===== src/sft_cfg.svh =====
// constants for the single-edge nibble transmitter
`ifndef SFT_CFG_SVH
`define SFT_CFG_SVH
`define SFT_CFG_ADDR        4'h7
`define SFT_STAT_ADDR       4'h8
`define SFT_DATA_ADDR       4'h9
`define SFT_CFG_RESET       18'h00000
`define SFT_TICK_HI         17
`define SFT_TICK_LO         11
`define SFT_FIX_HI          10
`define SFT_FIX_LO          9
`define SFT_UPD_HI          7
`define SFT_UPD_LO          5
`define SFT_NIB_HI          4
`define SFT_NIB_LO          3
`define SFT_SER_HI          1
`define SFT_SER_LO          0
`define SFT_REF_HZ          4000000
`define SFT_CLK_HZ          125000000
`define SFT_TICK_DEFAULT    7'h0C
`define SFT_SYNC_TICKS      8'h38
`define SFT_NIB_BASE        8'h0C
`define SFT_TRIG_LOW_TICKS  8'h02
`define SFT_TRIG_HIGH_TICKS 8'h06
`define SFT_FIX_BASE        8'h03
`define SFT_CRC_SEED        4'h5
`endif


===== src/sft_pkg.sv =====
// types for the single-edge nibble transmitter
package sft_pkg;
  typedef enum logic [2:0] {
    SFT_IDLE = 3'b000,
    SFT_TRIG = 3'b001,
    SFT_GAP  = 3'b010,
    SFT_SYNC = 3'b011,
    SFT_NIB  = 3'b100
  } sft_state_t;
endpackage


===== src/sft_crc4.sv =====
// four-bit nibble checksum step
`timescale 1ns/1ps
`default_nettype none
module sft_crc4
  import sft_pkg::*;
(
  input  wire logic [3:0] crc_in,  // running checksum
  input  wire logic [3:0] nib,     // nibble folded in
  output logic      [3:0] crc_out  // next checksum
);
  // polynomial x^4+x^3+x^2+1, msb first per nibble
  function automatic logic [3:0] crc_step(input logic [3:0] c, input logic [3:0] d);
    logic [3:0] r;
    logic       fb;
    r = c;
    for (int i = 3; i >= 0; i--) begin
      fb = r[3] ^ d[i];
      r  = {r[2:0], 1'b0};
      if (fb) begin
        r = r ^ 4'hD;
      end
    end
    return r;
  endfunction

  assign crc_out = crc_step(crc_in, nib);
endmodule
`default_nettype wire


===== src/sft_tick_gen.sv =====
// tick pulse generator from a 4 MHz reference count
`timescale 1ns/1ps
`default_nettype none
`include "sft_cfg.svh"
module sft_tick_gen
  import sft_pkg::*;
(
  input  wire logic       core_clk, // system clock
  input  wire logic       nrst,     // sync reset, low active
  input  wire logic [6:0] div_code, // tick divider code
  output logic            tick      // one-cycle tick pulse
);
  // fractional accumulator gives an exact 4 MHz average
  logic [27:0] acc_r;
  logic [27:0] acc_sum;
  logic        ref_p;
  logic [6:0]  ref_cnt_r;
  logic [6:0]  div_eff;

  assign acc_sum = acc_r + 28'(`SFT_REF_HZ);
  assign ref_p   = (acc_sum >= 28'(`SFT_CLK_HZ));
  assign div_eff = (div_code == 7'h00) ? `SFT_TICK_DEFAULT : div_code;
  assign tick    = ref_p && (ref_cnt_r >= div_eff - 7'h01);

  always_ff @(posedge core_clk) begin
    if (!nrst) begin
      acc_r <= 28'h0000000;
    end else if (ref_p) begin
      acc_r <= acc_sum - 28'(`SFT_CLK_HZ);
    end else begin
      acc_r <= acc_sum;
    end
  end

  always_ff @(posedge core_clk) begin
    if (!nrst) begin
      ref_cnt_r <= 7'h00;
    end else if (tick) begin
      ref_cnt_r <= 7'h00;
    end else if (ref_p) begin
      ref_cnt_r <= ref_cnt_r + 7'h01;
    end
  end
endmodule
`default_nettype wire


===== src/sft_tx.sv =====
// single-edge nibble transmitter with host trigger
// Function
// - tick rate is the 4 MHz count divided by the divider code, 12 for code 0
// - divider sits in config bits 17:11; code 1 is shortest tick
// - fixed low field bits 10:9; code 1 gives 4 low ticks
// - nibble count field bits 4:3 selects data nibbles per message
// - update field bits 7:5; 0 sends back to back, no pause
// - serial mode bits 1:0; stored only, no serial channel in any mode
// - order: 56-tick sync, status nibble, data, crc; nibble max 27
// - triggered only for update 3 or 4; idle until trigger
// - after trigger, wait 6 high ticks then transmit
// - sample data latched at end of status nibble except for update 3 or 4, which send the sample held at trigger
// - update 3 takes data at trigger start, 4 at trigger end
`timescale 1ns/1ps
`default_nettype none
`include "sft_cfg.svh"
module sft_tx
  import sft_pkg::*;
(
  input  wire logic        core_clk,   // 125 MHz clock
  input  wire logic        nrst,       // sync reset, low active
  input  wire logic [3:0]  reg_addr,   // register address
  input  wire logic [31:0] reg_wdata,  // write data
  input  wire logic        reg_wr,     // write strobe
  input  wire logic        reg_rd,     // read strobe
  output logic      [31:0] reg_rdata,  // read data, cycle after strobe
  input  wire logic [23:0] sample,     // sensor sample, six nibbles
  input  wire logic [3:0]  status_nib, // status and comm nibble
  input  wire logic        line_in,    // sensed level of output wire
  output logic             line_out,   // always low when driving
  output logic             line_oe_n   // low while pulling wire low
);
  logic [17:0]  cfg_r;
  logic [31:0]  rdata_r;
  sft_state_t   st_r;
  logic         tick;
  logic         l1_r, l2_r;
  logic [7:0]   tcnt_r;
  logic [7:0]   nib_len_r;
  logic [2:0]   idx_r;
  logic [23:0]  tx_data_r;
  logic [23:0]  hold_r;
  logic [3:0]   crc_r;
  logic [3:0]   crc_nxt;
  logic [3:0]   cur_nib;
  logic [2:0]   ndata;
  logic [7:0]   fix_ticks;
  logic [2:0]   upd;
  logic         trig_mode;
  logic         drive_low_r;
  logic [7:0]   len_of;
  logic [3:0]   crc_nib;

  assign upd       = cfg_r[`SFT_UPD_HI:`SFT_UPD_LO];
  assign trig_mode = (upd == 3'h3) || (upd == 3'h4);
  assign fix_ticks = `SFT_FIX_BASE + 8'(cfg_r[`SFT_FIX_HI:`SFT_FIX_LO]);
  assign ndata     = 3'h3 + 3'(cfg_r[`SFT_NIB_HI:`SFT_NIB_LO]);

  sft_tick_gen u_tick (
    .core_clk (core_clk),
    .nrst     (nrst),
    .div_code (cfg_r[`SFT_TICK_HI:`SFT_TICK_LO]),
    .tick     (tick)
  );

  // nibble 0 status, 1..n data, n+1 crc
  always_comb begin
    if (idx_r == 3'h0) begin
      cur_nib = status_nib;
    end else if (idx_r > ndata) begin
      cur_nib = crc_r;
    end else begin
      cur_nib = tx_data_r[4*(6-idx_r) +: 4];
    end
  end

  // zero step at status nibble advances the seed before the data
  assign crc_nib = (idx_r == 3'h0) ? 4'h0 : cur_nib;

  sft_crc4 u_crc (
    .crc_in  (crc_r),
    .nib     (crc_nib),
    .crc_out (crc_nxt)
  );

  assign len_of = `SFT_NIB_BASE + 8'(cur_nib);

  always_ff @(posedge core_clk) begin
    if (!nrst) begin
      l1_r <= 1'b1;
      l2_r <= 1'b1;
    end else begin
      l1_r <= line_in;
      l2_r <= l1_r;
    end
  end

  always_ff @(posedge core_clk) begin
    if (!nrst) begin
      cfg_r <= `SFT_CFG_RESET;
    end else if (reg_wr && reg_addr == `SFT_CFG_ADDR) begin
      cfg_r <= reg_wdata[17:0];
    end
  end

  always_ff @(posedge core_clk) begin
    if (!nrst) begin
      rdata_r <= 32'h00000000;
    end else if (reg_rd) begin
      case (reg_addr)
        `SFT_CFG_ADDR:  rdata_r <= {14'h0000, cfg_r};
        `SFT_STAT_ADDR: rdata_r <= {27'h0000000, l2_r, trig_mode, st_r};
        `SFT_DATA_ADDR: rdata_r <= {8'h00, tx_data_r};
        default:        rdata_r <= 32'h00000000;
      endcase
    end else begin
      rdata_r <= 32'h00000000;
    end
  end
  assign reg_rdata = rdata_r;

  // sample held at trigger start (mode 3) or trigger end (mode 4)
  always_ff @(posedge core_clk) begin
    if (!nrst) begin
      hold_r <= 24'h000000;
    end else if (st_r == SFT_IDLE && !l2_r && upd == 3'h3) begin
      hold_r <= sample;
    end else if (st_r == SFT_TRIG && l2_r && upd == 3'h4) begin
      hold_r <= sample;
    end
  end

  always_ff @(posedge core_clk) begin
    if (!nrst) begin
      st_r        <= SFT_IDLE;
      tcnt_r      <= 8'h00;
      nib_len_r   <= 8'h00;
      idx_r       <= 3'h0;
      tx_data_r   <= 24'h000000;
      crc_r       <= `SFT_CRC_SEED;
      drive_low_r <= 1'b0;
    end else begin
      case (st_r)
        SFT_IDLE: begin
          tcnt_r <= 8'h00;
          if (!trig_mode) begin
            st_r        <= SFT_SYNC;
            drive_low_r <= 1'b1;
          end else if (!l2_r) begin
            st_r <= SFT_TRIG;
          end
        end
        SFT_TRIG: begin
          if (l2_r) begin
            st_r   <= (tcnt_r >= `SFT_TRIG_LOW_TICKS) ? SFT_GAP : SFT_IDLE;
            tcnt_r <= 8'h00;
          end else if (tick && tcnt_r != 8'hFF) begin
            tcnt_r <= tcnt_r + 8'h01;
          end
        end
        SFT_GAP: begin
          if (!l2_r) begin
            st_r <= SFT_TRIG;
            tcnt_r <= 8'h00;
          end else if (tick) begin
            if (tcnt_r == `SFT_TRIG_HIGH_TICKS - 8'h01) begin
              st_r        <= SFT_SYNC;
              tcnt_r      <= 8'h00;
              drive_low_r <= 1'b1;
            end else begin
              tcnt_r <= tcnt_r + 8'h01;
            end
          end
        end
        SFT_SYNC: begin
          if (tick) begin
            if (tcnt_r == fix_ticks - 8'h01) begin
              drive_low_r <= 1'b0;
            end
            if (tcnt_r == `SFT_SYNC_TICKS - 8'h01) begin
              st_r        <= SFT_NIB;
              tcnt_r      <= 8'h00;
              idx_r       <= 3'h0;
              crc_r       <= `SFT_CRC_SEED;
              nib_len_r   <= `SFT_NIB_BASE + 8'(status_nib);
              drive_low_r <= 1'b1;
            end else begin
              tcnt_r <= tcnt_r + 8'h01;
            end
          end
        end
        SFT_NIB: begin
          if (tick) begin
            if (tcnt_r == fix_ticks - 8'h01) begin
              drive_low_r <= 1'b0;
            end
            if (tcnt_r == nib_len_r - 8'h01) begin
              tcnt_r <= 8'h00;
              if (idx_r == 3'h0) begin
                // latch point at end of status nibble
                tx_data_r <= trig_mode ? hold_r : sample;
                idx_r     <= 3'h1;
                crc_r     <= crc_nxt;
                nib_len_r <= `SFT_NIB_BASE + 8'(trig_mode ? hold_r[23:20] : sample[23:20]);
                drive_low_r <= 1'b1;
              end else if (idx_r > ndata) begin
                st_r        <= SFT_IDLE;
                drive_low_r <= !trig_mode;
                if (!trig_mode) begin
                  st_r   <= SFT_SYNC;
                end
              end else begin
                crc_r       <= crc_nxt;
                idx_r       <= idx_r + 3'h1;
                drive_low_r <= 1'b1;
                if (idx_r == ndata) begin
                  nib_len_r <= `SFT_NIB_BASE + 8'(crc_nxt);
                end else begin
                  nib_len_r <= `SFT_NIB_BASE + 8'(tx_data_r[4*(5-idx_r) +: 4]);
                end
              end
            end else begin
              tcnt_r <= tcnt_r + 8'h01;
            end
          end
        end
        default: begin
          st_r <= SFT_IDLE;
        end
      endcase
    end
  end

  assign line_out  = 1'b0;
  assign line_oe_n = !drive_low_r;
endmodule
`default_nettype wire


===== config.mk =====
export PLATFORM = sky130hd
export DESIGN_NAME = sft_tx
export DESIGN_NICKNAME = d
export VERILOG_FILES = /design/src/sft_pkg.sv /design/src/sft_crc4.sv /design/src/sft_tick_gen.sv /design/src/sft_tx.sv
export VERILOG_INCLUDE_DIRS = /design/src /design/src/src
export SDC_FILE = /design/constraint.sdc
export NUM_CORES = 1
export LEC_CHECK = 0
export ABC_AREA = 1
export CORE_MARGIN = 10
export CORE_UTILIZATION = 40
export DETAILED_ROUTE_END_ITERATION = 7
export DONT_BUFFER_PORTS = 1
export PLACE_DENSITY = 0.51
export SLEW_MARGIN = 20
export SYNTH_ARGS = -nofsm -noshare
export SYNTH_HDL_FRONTEND = slang
export SYNTH_HIERARCHICAL = 1
export SYNTH_SLANG_ARGS = --single-unit
export TNS_END_PERCENT = 10

===== constraint.sdc =====
create_clock -name core_clk -period 5.9 [get_ports core_clk]
set_input_delay 0.59 -clock core_clk [delete_from_list [all_inputs] [get_ports core_clk]]
set_output_delay 0.59 -clock core_clk [all_outputs]
set_load 0.03 [all_outputs]

== Word-level counts from Yosys, hierarchy flattened ==
Cells that the tools add are included.

* Flip-flop bits (word level): 162
* Input bits: 69
* Output and inout port bits: 34
* Logic and storage cells: 173

* Add/sub/neg operators: 16
* $lt $le $gt $ge: 4
* Equality and inequality tests: 31
* Shift operators: 2
* Muxes and demuxes: 72
* Bitwise operators: 9
* Reduce and logical (&&, ||, !) cells: 25

{| class="wikitable"
|+ Operator list
! operator !! number
|-
| $mux 8 || 15
|-
| $mux 24 || 3
|-
| $pmux 24 s3 || 1
|-
| $shiftx 24x33->4 || 2
|-
| $mux 3 || 18
|-
| $mux 4 || 13
|-
| $pmux 8 s5 || 1
|-
| $add 28x22->28 const B || 1
|-
| $ge 28x27->1 const B || 1
|-
| $mux 28 || 1
|-
| $sub 28x27->28 const B || 1
|-
| $ne 2x2->1 const B || 11
|-
| $add 4x4->5 const A || 4
|-
| $eq 8x8->1 || 2
|-
| $pmux 8 s2 || 1
|-
| $pmux 3 s5 || 1
|-
| $ne 3x3->1 const B || 4
|-
| $not 3->3 || 4
|-
| $mux 1 || 11
|-
| $reduce_and 10->1 || 1
|-
| $eq 3x2->1 const B || 3
|-
| $add 8x1->8 const B || 1
|-
| $eq 4x4->1 const B || 2
|-
| $eq 8x3->1 const B || 1
|-
| other kinds (39) || 56
|}

== Depth between registers and ports, before layout ==
* Depth in word-level cells: 19
* Gate-level depth with buffers: 29
* Gate-level depth less buffers: 28

== By module ==
The synthesis kept the hierarchy.

{| class="wikitable"
|+ Modules (own cells, without submodules)
! module !! instances !! cells an instance !! area each (µm²)
|-
| sft_tx || 1 || 939 || 6269.8
|-
| sft_tick_gen || 1 || 473 || 2786.4
|-
| sft_crc4 || 1 || 51 || 245.2
|}

== Worst setup path before layout ==
Ideal clock, no wire load.

* Path kind: reg2reg
* From: register idx_r[0]
* To: register nib_len_r[3]
* Data arrival time: 3.275 ns
* Slack: 2.512 ns
* Stages on the path, launching flop included: 27
* Period minus slack after synthesis: 3.388 ns
* Path through: dfxtp_1 -> buf_2 -> inv_1 -> buf_2 -> buf_2 -> ha_1 -> inv_1 -> a21oi_1 -> o21ai_0 -> nand3_1 -> nand3_1 -> o21ai_0 -> nand2_1 -> nand2_2 -> nand2_2 -> nand3_2 -> nand2_2 -> inv_1 -> inv_1 -> o211ai_1 -> o22ai_1 -> nor2_1 -> inv_1 -> ha_1 -> inv_1 -> nor2_1 -> nor2_1

{| class="wikitable"
|+ RTL lines
! item !! RTL line !! text
|-
| start, declared || sft_tx.sv:40 || <nowiki>logic [2:0] idx_r;</nowiki>
|-
| start signal, assigned || sft_tx.sv:214 || <nowiki>idx_r <= idx_r + 3'h1;</nowiki>
|-
| $sub 3x3->4 || sft_tx.sv:73 || <nowiki>cur_nib = tx_data_r[4*(6-idx_r) +: 4];</nowiki>
|-
| $shiftx 24x33->4 || sft_tx.sv:73 ||
|-
| $mux 4 || sft_tx.sv:70 || <nowiki>end else if (idx_r > ndata) begin</nowiki>
|-
| $mux 4 (*) || sft_tx.sv:78 || <nowiki>assign crc_nib = (idx_r == 3'h0) ? 4'h0 : cur_nib;</nowiki>
|-
| via crc_nib[2] || sft_tx.sv:52 || <nowiki>logic [3:0] crc_nib;</nowiki>
|-
| $xor 1x1->1 (*) || sft_crc4.sv:17 || <nowiki>fb = r[3] ^ d[i];</nowiki>
|-
| $mux 4 (*) || sft_crc4.sv:19 || <nowiki>if (fb) begin</nowiki>
|-
| $xor 1x1->1 / $not 3->3 (equally long branches) || n/a ||
|-
| [3 not listed] || n/a ||
|-
| via crc_nxt[2] || sft_tx.sv:44 || <nowiki>logic [3:0] crc_nxt;</nowiki>
|-
| $add 4x4->5 (no source line) (*) || n/a ||
|-
| $mux 5 (*) || sft_tx.sv:216 || <nowiki>if (idx_r == ndata) begin</nowiki>
|-
| $mux 8 (*) || sft_tx.sv:206 || <nowiki>end else if (idx_r > ndata) begin</nowiki>
|-
| $mux 8 (*) || sft_tx.sv:199 || <nowiki>if (idx_r == 3'h0) begin</nowiki>
|-
| $mux 8 (*) || sft_tx.sv:197 || <nowiki>if (tcnt_r == nib_len_r - 8'h01) begin</nowiki>
|-
| $mux 8 (*) || sft_tx.sv:193 || <nowiki>if (tick) begin</nowiki>
|-
| $pmux 8 s2 (*) || sft_tx.sv:143 || <nowiki>case (st_r)</nowiki>
|-
| end signal, assigned || sft_tx.sv:204 || <nowiki>nib_len_r <= `SFT_NIB_BASE + 8'(trig_mode ? hold_r[23:20] : sample[23:20]);</nowiki>
|-
| end signal, assigned || sft_tx.sv:217 || <nowiki>nib_len_r <= `SFT_NIB_BASE + 8'(crc_nxt);</nowiki>
|-
| end signal, assigned || sft_tx.sv:219 || <nowiki>nib_len_r <= `SFT_NIB_BASE + 8'(tx_data_r[4*(5-idx_r) +: 4]);</nowiki>
|-
| end, declared || sft_tx.sv:39 || <nowiki>logic [7:0] nib_len_r;</nowiki>
|}

The timed path passes the listed nets; every way through them passes the cells marked *. The select of a mux whose other input is x is not followed.
A chain may end at the register's enable or synchronous reset.

== Worst setup path after layout ==
Ends and elaborated chain as after synthesis.

==> impl_metrics.env <==
export IMPL_dp_slack_ns=1.32
export IMPL_start_kind="register"
export IMPL_synth_edf_count=0
export IMPL_first_pass_iters=5
export IMPL_fin_crit_sh_pct=78.8
export IMPL_maxSlewViolCount=0
export IMPL_core_area_um2=22800
export IMPL_cts_clk_slew_worst_paths_ns=0.07
export IMPL_yosys_most_used_dff="dfxtp_1"
export IMPL_clkLatencyLatePin_ns=0.44
export IMPL_grt_use_met1_pct=23.1
export IMPL_synth_warning_count=6
export IMPL_setup_viol=0
export IMPL_antenna_found_initial=2
export IMPL_wl_per_cell_um=15.2
export IMPL_hold_viol=0
export IMPL_skew_ns=0.0158
export IMPL_vias=8882
export IMPL_grt_setup_unrepaired="false"
export IMPL_use_met2_pct=29.7
export IMPL_max_stage_delay_ns=0.87
export IMPL_hold_path_class="primary input to register"
export IMPL_htree_levels=4
export IMPL_critical_path_class="register to register"
export IMPL_syn_area_per_cell_um2=6.36
export IMPL_die_h_um=172
export IMPL_area_delta_synth_final_pct=7.48
export IMPL_critPathMostFrequentCell="inv_1"
export IMPL_status="completed"
export IMPL_whs_ns=0.261
export IMPL_total_power_mw=2.73
export IMPL_synth_area_leaders="dfxtp_1, nand2_1, inv_1, a21oi_1, nand3_1"
export IMPL_grt_met3_usage_pct=3.60
export IMPL_first_global_vias=8239
export IMPL_die_w_um=172
export IMPL_fmax_mhz=215
export IMPL_stdcell_count=1760
export IMPL_yosysSeqAreaShare_pct=31.2
export IMPL_start_util_pct=40.8
export IMPL_top_usage_layer="met2"
export IMPL_ys_types=49
export IMPL_yosysTopAreaCell="dfxtp_1"
export IMPL_layout_setup_ws_ns=1.25
export IMPL_synth_top_cell_area_share_pct=31.2
export IMPL_cts_buffer_depth=2
export IMPL_grt_max_degree=79
export IMPL_required_ns=6.23
export IMPL_fillCellCount=2492
export IMPL_seq_area_um2=2900
export IMPL_cts_sinks=145
export IMPL_gp_congestion=0.897
export IMPL_avgViaCountPerCell=5.05
export IMPL_pwr_density_cell_nw_per_um2=273
export IMPL_grt_overflow=0
export IMPL_layout_drive_gt1_share_pct=8.03
export IMPL_drt_initial_drc_count=483
export IMPL_timing_critical_path_to_type="register"
export IMPL_ant_nets=0
export IMPL_hold_buffers=0
export IMPL_cp_slowest_cell="dfxtp_1"
export IMPL_ir_drop_mv=0.211
export IMPL_dp_cells=1726
export IMPL_relSlewSlack_pct=35.0
export IMPL_cts_tree="yes"
export IMPL_path_max_fanout=29
export IMPL_synth_async_reset_ratio_pct=0
export IMPL_die_area_um2=29800
export IMPL_grtUsageTotal_pct=18.1
export IMPL_worst_pin_slew_ns=0.973
export IMPL_dp_hpwl_mm=19.9
export IMPL_totalNegativeSetupSlack_ns=0
export IMPL_grt_pass1_wl_mm=43.1
export IMPL_crit_arrival_ns=4.98
export IMPL_path_cells="inv_1 -> ha_1 -> inv_1 -> a21oi_1 -> o21ai_0 -> nand3_1 -> nand3_1 -> o21ai_0 -> nand2_1 -> nand2_2 -> nand2_2 -> nand3_2 -> nand2_2 -> inv_1 -> inv_1 -> o211ai_1 -> o22ai_1 -> nor2_1 -> inv_1 -> ha_1 -> inv_1 -> nor2_1 -> nor2_1"
export IMPL_num_rows=55
export IMPL_final_nets=1528
export IMPL_synth_seq_cells=145
export IMPL_period_needed_ns=4.65
export IMPL_numCtsBuffers=17
export IMPL_cap_viol_max_count=0
export IMPL_drc_errors=0
export IMPL_multi_input_area_um2=5260
export IMPL_leakage_nw=4.33
export IMPL_cts_setup_buffers=0
export IMPL_cts_resized=0
export IMPL_cts_root_buf="clkbuf_16"
export IMPL_port_buffers=0
export IMPL_syn_cell_area_um2=9300
export IMPL_io_pins=103
export IMPL_synth_cells=1463
export IMPL_drt_total_wl_mm=26.7
## registers in the layout, indices dropped and copies added (netlist names)
| register | cells |
|---|---|
| nib_len_r | 5 |
| tx_data_r | 24 |
| st_r | 3 |
| drive_low_r | 1 |
| idx_r | 3 |
| hold_r | 24 |
| reg_rdata | 24 |
| tcnt_r | 8 |
| u_tick/acc_r | 22 |
| l2_r | 1 |
| crc_r | 4 |
| l1_r | 1 |
| u_tick/ref_cnt_r | 7 |
| cfg_r | 18 |
## stage by stage
step	cell area, um2	utilization (%)
floorplan	9330	-
global placement	9400	41.3
detailed placement	9400	41.3
CTS	9990	43.9
global route	10000	43.9
finish	10000	43.9
## Yosys cell counts, drive strengths merged, types with 4 or more instances
| master | count |
|---|---|
| nor2 | 145 |
| o21ai | 104 |
| inv | 213 |
| nor3 | 12 |
| dfxtp | 145 |
| nand4 | 41 |
| nand2 | 398 |
| buf | 38 |
| or2 | 4 |
| o22ai | 15 |
| ha | 27 |
| xor2 | 16 |
| o221ai | 5 |
| a21oi | 124 |
| nand3 | 127 |
| clkbuf | 24 |
## critical path, delay by kind of cell (launching register included)
kind | cells | cell delay, ns
buf+inv | 6 | 0.93
fa+ha+maj | 2 | 0.90
flops | 1 | 0.87
simple gates | 10 | 0.97
compound gates | 5 | 0.88
## report_power, final
part | total (mW) | internal (mW) | switching, mW
Clock | 1.12 | 0.604 | 0.512
Sequential | 1.07 | 1.01 | 0.0519
Combinational | 0.546 | 0.166 | 0.379
## placed cells by master (no fill, tap or decap), drive strengths merged, types with 4 or more instances in the layout
master    netlist  layout
ha             27      27
o22ai          15      15
nand2         398     398
nand4          41      41
o221ai          5       5
clkbuf         24      17
or2             4       4
clkinvlp        0       4
nor3           12      12
o21ai         104     104
nor2          145     145
dfxtp         145     145
xor2           16      16
a21oi         124     124
nand3         127     127
buf            38       4
conb            1       9
inv           213     221
## routing by layer
layer | up-vias | routed length [um]
li1 | 4637 | -
met1 | 4029 | 12500
met2 | 180 | 12300
met3 | 36 | 1280
met4 | 0 | 544
met5 | - | 0
## layout make-up
cell class	count	area share (%)
Multi-Input combinational cell	1050	52.6
Sequential cell	145	29.0
Inverter	214	8.11
Clock buffer	17	4.26
Tap cell	313	3.92
Clock inverter	15	1.70
Timing Repair Buffer	4	0.300
Antenna cell	2	0.0501
## final timing paths
check | startpoint | endpoint | slack, ns | cells past startpoint
min reg2reg | l1_r | l2_r | 0.41 | 1
max | idx_r[0] | nib_len_r[3] | 1.25 | 23
min | line_in | l1_r | 0.26 | 1
max reg2reg | idx_r[0] | nib_len_r[3] | 1.25 | 23
## logic make-up after synthesis
kind of cell | after synthesis | synth area share, %
AND/OR/NAND/NOR | 733 | 35.6
flip-flops | 145 | 31.2
adder cells (fa/ha/maj) | 27 | 3.63
AO/OA/AOI/OAI | 262 | 15.2
XOR/XNOR | 19 | 1.79
buffers and inverters | 276 | 12.6
other | 1 | 0.0403
(Power assumes the default switching activity.)
